File: src/hdl/sipl_pkg.sv
// constants, types and register map of the interrupt pin logic
package sipl_pkg;

  // clock and timing
  localparam int CLK_KHZ      = 25000;
  localparam int TIMEOUT_US   = 6000;
  localparam int PULSE_NS     = 10000;
  // longest low time rounds down, least pulse width rounds up
  localparam int TIMEOUT_CYC  = (TIMEOUT_US * CLK_KHZ) / 1000;
  localparam int PULSE_CYC    = (PULSE_NS * CLK_KHZ + 999999) / 1000000;
  localparam int CNT_W        = 18;

  // register indexes, byte address is four times the index
  localparam logic [3:0] IDX_SUMMARY = 4'h0;
  localparam logic [3:0] IDX_REGFLG  = 4'h1;
  localparam logic [3:0] IDX_EVFLG   = 4'h2;
  localparam logic [3:0] IDX_MASK    = 4'h3;
  localparam logic [3:0] IDX_CTRL    = 4'h4;
  localparam logic [3:0] IDX_ISTAT   = 4'h5;
  localparam logic [3:0] IDX_ICLR    = 4'h6;
  localparam logic [3:0] IDX_IEN     = 4'h7;
  localparam logic [3:0] IDX_PIN     = 4'h8;

  // summary register fields
  localparam int SUM_INT_BIT  = 0;
  localparam int SUM_WAKE_BIT = 1;
  // regulator flag register fields
  localparam int RF_UV_A_BIT  = 0;
  localparam int RF_UV_B_BIT  = 1;
  localparam int RF_OT_A_BIT  = 2;
  // control register fields
  localparam int CT_EN_A_BIT  = 0;
  localparam int CT_EN_B_BIT  = 1;
  // interrupt source index inside the mask
  localparam int SRC_WAKE     = 0;
  localparam int SRC_UV_A     = 1;
  localparam int SRC_UV_B     = 2;
  localparam int SRC_OT_A     = 3;
  localparam int SRC_EV0      = 4;
  localparam int NUM_SRC      = 8;
  localparam int NUM_EV       = 4;
  // sticky status fields
  localparam int IS_ACT_BIT   = 0;
  localparam int IS_TMO_BIT   = 1;
  localparam int IS_HELD_BIT  = 2;
  localparam int NUM_IS       = 3;

  // reset values
  localparam logic [7:0] MASK_RST = 8'hFF;
  localparam logic [1:0] CTRL_RST = 2'h0;
  localparam logic [2:0] IEN_RST  = 3'h0;

  // operating mode of the basis chip
  typedef enum logic [1:0] {
    MODE_NORMAL,
    MODE_STOP,
    MODE_RESTART,
    MODE_OTHER
  } sipl_mode_t;

  // classic wishbone request
  typedef struct packed {
    logic        cyc;
    logic        stb;
    logic        we;
    logic [5:0]  adr;
    logic [3:0]  sel;
    logic [31:0] dat;
  } sipl_wb_req_t;

  // wishbone answer
  typedef struct packed {
    logic        ack;
    logic [31:0] dat;
  } sipl_wb_rsp_t;

endpackage

File: src/hdl/sipl_top.sv
// interrupt pin logic of the basis chip with a wishbone register file
//
// Overview of operation
// - switching on a regulator sets its undervoltage flag and raises interrupt
// - read before threshold is crossed leaves the undervoltage flag set
// - leaving undervoltage later raises a second interrupt
// - switch-on interrupt fires on flag rising only
// - undervoltage interrupts on appear and disappear; flag shows live state
// - overtemperature interrupts on appear only; flag shows live state
// - interrupt pin goes low at once unless the gap holds it off
// - read-only access to register 000 releases the interrupt pin
// - several sources before the read give one low pulse
// - pin low at most the time-out, flags keep the source
// - at least one time-out between activations while the mode stays normal or stop, later events are held
// - each low pulse lasts at least 10 us unless normal or stop mode is left during it
// - interrupts work only in normal or stop mode
// - all sources enabled at reset and after every restart
// - read clears both flags, held second pulse still occurs
// - masked source sets its flag but does not drive the pin
// - summary bit set while any flag of registers 001 and 010 is set
// - state flags latch until read, event flags clear on read
//
// limitations and trade-offs:
// - one counter runs from activation through the gap, so the gap is
//   measured from the start of a pulse, not from its release
// - an event that lands while the pin is held low after the release read
//   is kept for the next pulse, as the host has already read its flags
// - a switch-on pulse needs the flag to be clear, so switching a regulator
//   off and on again while its flag is still set stays silent
// - comparator edges are seen two cycles late through the synchroniser
// - leaving normal or stop mode drops a held event; its flag remains
`timescale 1ns/1ps
module sipl_top
  import sipl_pkg::*;
#(
  parameter int TIMEOUT = TIMEOUT_CYC  // time-out in clock cycles
) (
  input  wire logic                 clk_i,    // 25 MHz clock
  input  wire logic                 rst_i,    // synchronous reset
  input  wire logic                 ce_i,     // clock enable
  input  wire sipl_pkg::sipl_wb_req_t wb_i,   // wishbone request
  output sipl_pkg::sipl_wb_rsp_t    wb_o,     // wishbone answer
  input  wire sipl_pkg::sipl_mode_t mode_i,   // chip operating mode
  input  wire logic                 uv_a_i,   // regulator a undervoltage
  input  wire logic                 uv_b_i,   // regulator b undervoltage
  input  wire logic                 ot_a_i,   // regulator a overtemp
  input  wire logic                 wake_i,   // wake event pulse
  input  wire logic [3:0]           ev_i,     // other event pulses
  output logic                      aux_regulator_a_en_o, // reg a on
  output logic                      aux_regulator_b_en_o, // reg b on
  output logic                      int_n_o,  // interrupt pin, low active
  output logic                      irq_o     // level interrupt
);

  import sipl_pkg::*;

  typedef enum logic [1:0] {ST_IDLE, ST_LOW, ST_GAP} sipl_state_t;

  localparam logic [CNT_W-1:0] TMO_LAST   = CNT_W'(TIMEOUT - 1);
  localparam logic [CNT_W-1:0] PULSE_LAST = CNT_W'(PULSE_CYC - 1);

  sipl_state_t         state;
  logic [CNT_W-1:0]    cnt;
  logic                pending;
  logic                rel_req;
  logic [2:0]          sync1;
  logic [2:0]          sync2;
  logic [2:0]          live_d;
  logic                reg2_undervolt_flag;
  logic                reg3_undervolt_flag;
  logic                reg2_overtemp_flag;
  logic                wake_flag;
  logic [NUM_EV-1:0]   ev_flag;
  logic [7:0]          mask;
  logic [1:0]          ctrl;
  logic [NUM_IS-1:0]   istat;
  logic [NUM_IS-1:0]   ien;
  logic [NUM_SRC-1:0]  src;
  logic                active;
  logic                trig;
  logic                int_sum;
  logic                acc;
  logic                rd_sum;
  logic                rd_reg;
  logic                rd_ev;
  logic                wr_lane;
  logic [1:0]          next_ctrl;
  logic [1:0]          sw_on;
  logic                uv_a;
  logic                uv_b;
  logic                ot_a;
  logic                go_low;
  logic                tmo_hit;
  logic                early_rel;
  logic                hold_evt;
  logic [NUM_IS-1:0]   is_evt;
  logic [31:0]         rdata;

  //////////////////////////////////////////////////////////////////////////
  // comparator inputs come from the analog side, two flops each

  always_ff @(posedge clk_i) begin
    if (rst_i) begin
      sync1  <= 3'h0;
      sync2  <= 3'h0;
      live_d <= 3'h0;
    end else if (ce_i) begin
      sync1  <= {ot_a_i, uv_b_i, uv_a_i};
      sync2  <= sync1;
      live_d <= sync2;
    end
  end

  // undervoltage while a regulator is off is expected, so it is ignored
  assign uv_a = sync2[0] & ctrl[CT_EN_A_BIT];
  assign uv_b = sync2[1] & ctrl[CT_EN_B_BIT];
  assign ot_a = sync2[2];

  //////////////////////////////////////////////////////////////////////////
  // bus access decode, side effects happen in the request cycle, one cycle before the ack

  assign acc     = wb_i.cyc & wb_i.stb & ~wb_o.ack;
  assign wr_lane = acc & wb_i.we & wb_i.sel[0];
  assign rd_sum  = acc & ~wb_i.we & (wb_i.adr[5:2] == IDX_SUMMARY);
  assign rd_reg  = acc & ~wb_i.we & (wb_i.adr[5:2] == IDX_REGFLG);
  assign rd_ev   = acc & ~wb_i.we & (wb_i.adr[5:2] == IDX_EVFLG);

  always_comb begin
    next_ctrl = ctrl;
    if (wr_lane && wb_i.adr[5:2] == IDX_CTRL) begin
      next_ctrl = wb_i.dat[1:0];
    end
  end

  // a rising control bit is the switch-on command
  assign sw_on = next_ctrl & ~ctrl;

  always_ff @(posedge clk_i) begin
    if (rst_i) begin
      ctrl <= CTRL_RST;
    end else if (ce_i) begin
      ctrl <= next_ctrl;
    end
  end

  assign aux_regulator_a_en_o = ctrl[CT_EN_A_BIT];
  assign aux_regulator_b_en_o = ctrl[CT_EN_B_BIT];

  always_ff @(posedge clk_i) begin
    if (rst_i) begin
      mask <= MASK_RST;
    end else if (ce_i) begin
      // restart holds the mask at all ones for as long as it lasts
      if (mode_i == MODE_RESTART) begin
        mask <= MASK_RST;
      end else if (wr_lane && wb_i.adr[5:2] == IDX_MASK) begin
        mask <= wb_i.dat[7:0];
      end
    end
  end

  //////////////////////////////////////////////////////////////////////////
  // source flags: live state or'ed in, so a read cannot clear a present
  // failure; a new event in the read cycle wins over the clear

  always_ff @(posedge clk_i) begin
    if (rst_i) begin
      reg2_undervolt_flag <= 1'b0;
      reg3_undervolt_flag <= 1'b0;
      reg2_overtemp_flag  <= 1'b0;
    end else if (ce_i) begin
      reg2_undervolt_flag <= (reg2_undervolt_flag & ~rd_reg)
                             | sw_on[0] | uv_a;
      reg3_undervolt_flag <= (reg3_undervolt_flag & ~rd_reg)
                             | sw_on[1] | uv_b;
      reg2_overtemp_flag  <= (reg2_overtemp_flag & ~rd_reg)
                             | ot_a;
    end
  end

  always_ff @(posedge clk_i) begin
    if (rst_i) begin
      wake_flag <= 1'b0;
      ev_flag   <= '0;
    end else if (ce_i) begin
      wake_flag <= (wake_flag & ~rd_sum) | wake_i;
      ev_flag   <= (ev_flag & ~{NUM_EV{rd_ev}}) | ev_i;
    end
  end

  // wake has its own bit and stays out of the summary
  assign int_sum = reg2_undervolt_flag | reg3_undervolt_flag
                   | reg2_overtemp_flag | (|ev_flag);

  //////////////////////////////////////////////////////////////////////////
  // interrupt triggers per source; mask gates the pin, never the flag

  assign src[SRC_WAKE] = wake_i;
  assign src[SRC_UV_A] = (sw_on[0] & ~reg2_undervolt_flag)
                         | (sync2[0] != live_d[0])
                           & ctrl[CT_EN_A_BIT];
  assign src[SRC_UV_B] = (sw_on[1] & ~reg3_undervolt_flag)
                         | (sync2[1] != live_d[1])
                           & ctrl[CT_EN_B_BIT];
  assign src[SRC_OT_A] = ot_a & ~live_d[2];

  genvar gi;
  generate
    for (gi = 0; gi < NUM_EV; gi++) begin : g_ev
      assign src[SRC_EV0 + gi] = ev_i[gi];
    end
  endgenerate

  assign active = (mode_i == MODE_NORMAL) | (mode_i == MODE_STOP);
  assign trig   = active & (|(src & mask));

  //////////////////////////////////////////////////////////////////////////
  // pin sequencer: the counter runs from activation through the gap, so
  // one counter serves pulse width, time-out and spacing
  // a time-out goes straight back to idle: a full time-out has passed
  // since activation, so the spacing rule is already met

  assign go_low    = (state == ST_IDLE) & (pending | trig);
  assign tmo_hit   = (cnt == TMO_LAST);
  assign early_rel = rel_req & (cnt >= PULSE_LAST);
  // an event after the release read belongs to the next pulse, since the
  // host has already fetched the flags that this pulse announced
  assign hold_evt  = (state == ST_GAP)
                     | ((state == ST_LOW) & (rel_req | rd_sum));

  always_ff @(posedge clk_i) begin
    if (rst_i) begin
      state <= ST_IDLE;
      cnt   <= '0;
    end else if (ce_i) begin
      if (!active) begin
        state <= ST_IDLE;
        cnt   <= '0;
      end else begin
        case (state)
          ST_IDLE: begin
            cnt <= '0;
            if (go_low) begin
              state <= ST_LOW;
            end
          end
          ST_LOW: begin
            cnt <= cnt + CNT_W'(1);
            if (tmo_hit) begin
              state <= ST_IDLE;
            end else if (early_rel) begin
              state <= ST_GAP;
            end
          end
          ST_GAP: begin
            cnt <= cnt + CNT_W'(1);
            if (tmo_hit) begin
              state <= ST_IDLE;
            end
          end
          default: begin
            state <= ST_IDLE;
            cnt   <= '0;
          end
        endcase
      end
    end
  end

  // events before the release read merge into the pulse; later ones wait
  always_ff @(posedge clk_i) begin
    if (rst_i) begin
      pending <= 1'b0;
    end else if (ce_i) begin
      if (!active || go_low) begin
        pending <= 1'b0;
      end else if (trig && hold_evt) begin
        pending <= 1'b1;
      end
    end
  end

  // release request is remembered so an early read still gets a full pulse
  always_ff @(posedge clk_i) begin
    if (rst_i) begin
      rel_req <= 1'b0;
    end else if (ce_i) begin
      if (state != ST_LOW) begin
        rel_req <= 1'b0;
      end else if (rd_sum) begin
        rel_req <= 1'b1;
      end
    end
  end

  assign int_n_o = (state != ST_LOW);

  //////////////////////////////////////////////////////////////////////////
  // sticky status, write-one clear, enable gating onto irq_o
  // an event in the cycle of a clear write wins, so none is lost

  assign is_evt[IS_ACT_BIT]  = ce_i & active & go_low;
  assign is_evt[IS_TMO_BIT]  = ce_i & active & (state == ST_LOW) & tmo_hit;
  assign is_evt[IS_HELD_BIT] = ce_i & trig & hold_evt;

  always_ff @(posedge clk_i) begin
    if (rst_i) begin
      istat <= '0;
      ien   <= IEN_RST;
    end else if (ce_i) begin
      if (wr_lane && wb_i.adr[5:2] == IDX_ICLR) begin
        istat <= (istat & ~wb_i.dat[NUM_IS-1:0]) | is_evt;
      end else begin
        istat <= istat | is_evt;
      end
      if (wr_lane && wb_i.adr[5:2] == IDX_IEN) begin
        ien <= wb_i.dat[NUM_IS-1:0];
      end
    end
  end

  assign irq_o = |(istat & ien);

  //////////////////////////////////////////////////////////////////////////
  // read mux and acknowledge, unmapped reads return zero

  always_comb begin
    rdata = 32'h0;
    case (wb_i.adr[5:2])
      IDX_SUMMARY: begin
        rdata[SUM_INT_BIT]  = int_sum;
        rdata[SUM_WAKE_BIT] = wake_flag;
      end
      IDX_REGFLG: begin
        rdata[RF_UV_A_BIT] = reg2_undervolt_flag;
        rdata[RF_UV_B_BIT] = reg3_undervolt_flag;
        rdata[RF_OT_A_BIT] = reg2_overtemp_flag;
      end
      IDX_EVFLG: begin
        rdata[NUM_EV-1:0] = ev_flag;
      end
      IDX_MASK: begin
        rdata[7:0] = mask;
      end
      IDX_CTRL: begin
        rdata[1:0] = ctrl;
      end
      IDX_ISTAT: begin
        rdata[NUM_IS-1:0] = istat;
      end
      IDX_IEN: begin
        rdata[NUM_IS-1:0] = ien;
      end
      IDX_PIN: begin
        rdata[1:0] = {pending, ~int_n_o};
      end
      default:   rdata = 32'h0;
    endcase
  end

  // ack is registered: every access takes one wait state and its side
  // effects land on the edge that takes the request
  always_ff @(posedge clk_i) begin
    if (rst_i) begin
      wb_o <= '0;
    end else if (ce_i) begin
      wb_o.ack <= acc;
      if (acc && !wb_i.we) begin
        wb_o.dat <= rdata;
      end
    end
  end

endmodule

File: config.mk
export PLATFORM = sky130hd
export DESIGN_NAME = sipl_top
export DESIGN_NICKNAME = d
export VERILOG_FILES = /design/src/hdl/sipl_pkg.sv /design/src/hdl/sipl_top.sv
export SDC_FILE = /design/constraint.sdc
export NUM_CORES = 1
export LEC_CHECK = 0
export CORE_ASPECT_RATIO = 0.75
export CORE_MARGIN = 2
export CORE_UTILIZATION = 40
export DETAILED_ROUTE_END_ITERATION = 16
export DONT_BUFFER_PORTS = 1
export SYNTH_ARGS = -nofsm -noshare
export SYNTH_HDL_FRONTEND = slang
export SYNTH_SLANG_ARGS = --single-unit
File: constraint.sdc
create_clock -name clk_i -period 3.5 [get_ports clk_i]
set_clock_uncertainty 0.1 [all_clocks]
set_input_delay 0.7 -clock clk_i [delete_from_list [all_inputs] [get_ports clk_i]]
set_output_delay 0.7 -clock clk_i [all_outputs]
set_load 0.1 [all_outputs]
## Word-level counts from Yosys, hierarchy flattened

Cells that the tools add are included.

- $add $sub $neg: 1
- Order comparisons: 1
- Equal/unequal tests: 19
- Muxes and demuxes: 20
- Bitwise logic cells: 63
- Reduce and logical (&&, ||, !) cells: 25

Operator list:

| cell | number |
|---|---|
| 18-bit two-way mux | 2 |
| 1-bit bitwise AND | 29 |
| 18-bit by 1-bit adder with 18-bit output, second input constant | 1 |
| 18-bit == test, second input constant | 1 |
| 18-bit by 8-bit >= comparator with 1-bit output, second input constant | 1 |
| 4-bit by 3-bit == test with 1-bit output, second input constant | 4 |
| 8-bit two-way mux | 2 |
| 2-bit one-hot mux with 8 select lines | 1 |
| 1-bit OR | 15 |
| 2-bit two-way mux | 6 |
| 2-bit AND reduction | 5 |
| 8-bit bitwise AND | 1 |
| 4-bit by 2-bit == test with 1-bit output, second input constant | 2 |
| 1-bit NOT | 8 |
| 8-bit OR reduction | 1 |
| 3-bit bitwise AND | 2 |
| 1-bit logical AND | 6 |
| 3-bit != test, second input constant | 2 |
| 3-bit OR | 2 |
| 2-bit one-hot mux with 3 select lines | 1 |
| 2-bit nonzero test | 3 |
| 1-bit one-hot mux with 5 select lines | 1 |
| 4-bit bitwise AND | 1 |
| 2-bit by 1-bit == test with 1-bit output, second input constant | 2 |
| 23 further kinds | 30 |

- Register bits: 64
- Input bits: 58

## Logic depth before layout (Yosys ltp)

- Depth after elaboration: 17
- Mapped depth: 7

## Least setup slack after synthesis

OpenSTA, ideal clock, no wires.

- Kind: input to register
- From: input wb_i[38] in the netlist's numbering
- To: register istat[2]
- Library setup time: 71 ps
- Arrival time: 2178 ps
- Data required time: 3329 ps
- Slack: 1151 ps
- Cell stages on the path: 6
- Cells stage by stage: buf_6 nor4b_4 nand4_2 o2111a_1 or4_1 a21oi_1

- Longest elaborated chain between the ends: 13
- Elaborated cells on any way between the ends: 23
- Those cells by class: 2 x eq/ne; 2 x mux; 15 x bitwise; 4 x reduce/logical

RTL lines:

| item | line | RTL |
|---|---|---|
| start, declared | sipl_top.sv:41 | `input wire sipl_pkg::sipl_wb_req_t wb_i,` |
| 4-bit by 3-bit == test with 1-bit output | sipl_top.sv:130 | `if (wr_lane && wb_i.adr[5:2] == IDX_CTRL) begin` |
| 1-bit logical AND | sipl_top.sv:130 |  |
| 2-bit two-way mux | sipl_top.sv:130 |  |
| 2-bit bitwise AND | sipl_top.sv:136 | `assign sw_on = next_ctrl & ~ctrl;` |
| 1-bit bitwise AND, on equally long branches | sipl_top.sv:199, sipl_top.sv:202 |  |
| 1-bit OR, on equally long branches | sipl_top.sv:200, sipl_top.sv:203 |  |
| 8-bit bitwise AND | sipl_top.sv:215 | `assign trig = active & (\|(src & mask));` |
| 8-bit OR reduction | sipl_top.sv:215 |  |
| 1-bit bitwise AND | sipl_top.sv:215 |  |
| 1-bit bitwise AND (2 in series) | sipl_top.sv:304 | `assign is_evt[IS_HELD_BIT] = ce_i & trig & hold_evt;` |
| 3-bit OR, on equally long branches | sipl_top.sv:314, sipl_top.sv:312 |  |
| 3-bit two-way mux * | sipl_top.sv:311 | `if (wr_lane && wb_i.adr[5:2] == IDX_ICLR) begin` |
| end signal, assigned | sipl_top.sv:312 | `istat <= (istat & ~wb_i.dat[NUM_IS-1:0]) \| is_evt;` |
| end signal, assigned | sipl_top.sv:314 | `istat <= istat \| is_evt;` |
| end, declared | sipl_top.sv:76 | `logic [NUM_IS-1:0] istat;` |

Mark *: on every way between the ends. The rest lies on a longest branch, timed or not.
A chain may end at the register's enable or synchronous reset.

## Final worst setup path

- From: register state[1]
- To: output int_n_o

- Longest elaborated chain between the ends: 1

RTL lines:

| item | line | RTL |
|---|---|---|
| start, declared | sipl_top.sv:62 | `sipl_state_t state;` |
| start signal, assigned | sipl_top.sv:233 | `state <= ST_IDLE;` |
| start signal, assigned | sipl_top.sv:237 | `state <= ST_IDLE;` |
| start signal, assigned | sipl_top.sv:244 | `state <= ST_LOW;` |
| 2-bit by 1-bit != test with 1-bit output | sipl_top.sv:296 | `assign int_n_o = (state != ST_LOW);` |
| end, declared | sipl_top.sv:51 | `output logic int_n_o,` |

Every way passes these cells.

==> metrics.md <==
| Metric | Value |
|---|---|
| DP HPWL | 6.24 mm |
| Area grow syn2layout | 9.37% |
| Final min period | 2.49 ns |
| Antenna viol nets, final | 0 |
| Die extent in x | between 100 and 150 µm |
| Post-synth top flop | dfxtp_1 |
| Fin Setup TNS | 0 ns |
| EDFF count, synth | 0 |
| Skew-Pair Late Insertion Delay | about 0.33 ns |
| Total grt overflow | 0 |
| Reg2reg start | cnt[0] |
| Status | completed |
| Root buf cell | clkbuf_16 |
| Fmax | 402 MHz |
| CTS Sinks | 64 |
| ANT cells | 0 |
| Hold Crit Endpoint | ien[1] |
| Reg2reg path depth | 6 |
| Worst slew pin tran | 0.998 ns |
| Die height | 85.0 µm |
| Vias in the first global route | roughly 2800 |
| Worst Path Required | 2.70 ns |
| Level count of the clock H-tree | 3 |
| Core area | 8490 µm² |
| # IOs | 95 |
| Slew Limit Fails | 0 |
| Final setup viols | 0 |
| First-pass GRT wire length | around 15 mm |
| Post-synthesis sequential area ratio | 0.366 |
| Initial antenna violation count | 0 |
| Maximum VDD drop | 0.000287 V |
| Reg2Reg Setup Slack | ~1.1 ns |
| Critical path endpoint category | output pin |
| Post-synth ARST share | 0 |
| Final Cycle Share | 0.711 |
| # rows | 29 |
| Mean routed wirelength per cell | 17.2 µm |
| DR pass1 iterations | 5 |
| I/O Buffers | 0 |
| Synthesized area | 3500 µm² |
| Worst reg2reg endpoint | cnt[16] |
| Mapped Cells | ~430 |
| Register Area | roughly 1300 µm² |
| Dpl cells | 515 |
| Post-route DRC | 0 |
| Area of the multi-input gates | between 1500 and 2000 µm² |
| WS Path Type | reg2out |
| Leakage | 1.45 nW |
| Crit-path max FO | 7 |
| PwrDens | 526 nW/µm² |
| Starting Density | 0.412 |
| Post-placement cell area | approximately 3500 µm² |
| Unrepaired setup endpoints after global routing | no |
| Resized cells post-CTS | 0 |
| Max Cap Viol | 0 |
| Design area | 3830 µm² |
| Biggest area consumer among synthesized cells | dfxtp_1 |
| Hold Vio Cnt, Final | 0 |
| Worst Setup Start Kind | flip-flop |
| Yosys top cell area share | 0.366 |
| 1st-iter DRT viols | 294 |
| Worst Path Arrival | 1.69 ns |
| Clock buffer count from CTS | 9 |
| Hold_buf cts | 0 |
| Flops & latches, synth | 64 |
| Routed WL | ~9.1 mm |
| Via-to-Cell Ratio | 5.98 |
| Clock transition time at the flip-flop clock pins of the worst setup and hold paths | 0.05 ns |
| Cell Count, Final, Fillers Out | 531 |
| All-Layer GR Usage | 0.197 |
| Layout cells sized above 1 | 0.0686 |
| Synth warn | 0 |
| Top post-synthesis cells by area | dfxtp_1 (37%), buf_4 (5.2%), nand2_1 (4.8%) |
| Setup Fix Bufs, Post-CTS | 0 |
| Hold crit path type | in2reg |
| Hold_sp | rst_i |
| Post-Syn Area per Cell | approximately 8.2 µm² |
| Max Buffers Root-to-Sink | 2 |
| Netlist cell types | 59 |
| Largest net degree at the start of global routing | 54 |
| Hold Path Stages | 1 |
| Final net count | about 480 |
| Filler cell count | around 820 |
| Routed vias | 3175 |
| Die ar. | 9520 µm² |
| Slew margin rel. | 0.334 |
| CTS tree | yes |
| RePlAce Congestion | 0.902 |
[cells in the mapped netlist, drive strengths merged, types with 3 or more instances]
cell type  instances
dfxtp             64
nand2             45
nor2              45
buf               32
a21oi             27
nand3             21
clkbuf            19
inv               15
o21ai             14
mux2i             13
a22oi             10
o22ai             10
a311oi             6
a31oi              6
ha                 6
nand4              6
nor2b              6
nor4               6
nor3               5
or4                5
a221oi             4
and3               4
nand2b             4
a21o               3
a222oi             3
and2               3
and3b              3
and4               3
nor3b              3
nor4b              3
nor4bb             3
o211ai             3
[how the worst max path moves through the flow]
stage | startpoint | endpoint | slack, ns
after floorplan | wb_i[38] | istat[2] | 1.15
after global placement | wb_i[38] | istat[2] | 1.08
after detailed placement | wb_i[38] | istat[2] | 1.06
after CTS | state[1] | int_n_o | 0.99
after global routing | cnt[0] | cnt[16] | 0.82
final | state[1] | int_n_o | 1.01
[layer usage]
| layer | wire, µm | GRT usage |
|---|---|---|
| met3 | 699 | 0.0543 |
| met1 | 4260 | 0.285 |
| met2 | 4080 | 0.293 |
| met5 | 0 | 0 |
| met4 | 81 | 0.0499 |
[state kept, by name, indices dropped and copies added (netlist names)]
| signal | count |
|---|---|
| cnt | 18 |
| ctrl | 2 |
| pending | 1 |
| wake_flag | 1 |
| ev_flag | 4 |
| state | 2 |
| reg2_undervolt_flag | 1 |
| ien | 3 |
| sync1 | 3 |
| reg3_undervolt_flag | 1 |
| reg2_overtemp_flag | 1 |
| mask | 8 |
| sync2 | 3 |
| wb_o | 9 |
| istat | 3 |
| live_d | 3 |
| rel_req | 1 |
[cell usage in the layout (no fill, tap or decap), drive strengths merged, types with 4 or more instances in the layout]
| cell type | netlist | final |
|---|---|---|
| or4 | 5 | 5 |
| clkbuf | 19 | 10 |
| buf | 32 | 6 |
| a22oi | 10 | 10 |
| o22ai | 10 | 10 |
| conb | 1 | 24 |
| nor2 | 45 | 45 |
| dfxtp | 64 | 64 |
| nand2 | 45 | 45 |
| a311oi | 6 | 6 |
| nor2b | 6 | 6 |
| nor3 | 5 | 5 |
| nand4 | 6 | 6 |
| o21ai | 14 | 14 |
| ha | 6 | 6 |
| mux2i | 13 | 13 |
| nor4 | 6 | 6 |
| nand3 | 21 | 21 |
| a21oi | 27 | 27 |
| and3 | 4 | 4 |
| inv | 15 | 16 |
| nand2b | 4 | 4 |
| a221oi | 4 | 4 |
| a31oi | 6 | 6 |
[where the power goes]
group | internal, W | switching [W] | total (W)
Combinational | 0.0000389 | 0.000165 | 0.000204
Clock | 0.000718 | 0.000334 | 0.00105
Sequential | 0.000740 | 0.0000153 | 0.000756
[per-stage QoR]
step	utilization	power, W	hold slack (ns)	setup WS, ns
2_1_floorplan	-	0.000996	0.341	1.15
3_3_place_gp	0.409	0.000971	0.346	1.08
3_5_place_dp	0.409	0.000973	0.354	1.06
4_1_cts	0.451	0.00202	0.327	0.993
5_1_grt	0.451	0.00207	0.323	0.823
6_report	0.451	0.00201	0.337	1.01
[cells by family after synthesis]
group | Yosys count | synth area share
XOR/XNOR | 2 | 0.00501
adder cells (fa/ha/maj) | 6 | 0.0215
AO/OA/AOI/OAI | 104 | 0.203
buffers and inverters | 66 | 0.0998
flip-flops | 64 | 0.366
other | 1 | 0.00107
multiplexers | 15 | 0.0436
AND/OR/NAND/NOR | 171 | 0.260
[critical path: stages (launching register included)]
cell and delay, ns:
dfxtp_1 0.34, inv_1 0.07, ha_1 0.27, inv_1 0.68
[final cells by class]
type                            count  share of cell area
Clock buffer                       10              0.0625
Multi-Input combinational cell    322               0.511
Timing Repair Buffer                6              0.0118
Clock inverter                      6              0.0301
Sequential cell                    64               0.335
Tap cell                          108              0.0353
Inverter                           15              0.0147
No activity file was read; power rests on OpenSTA's default activity.
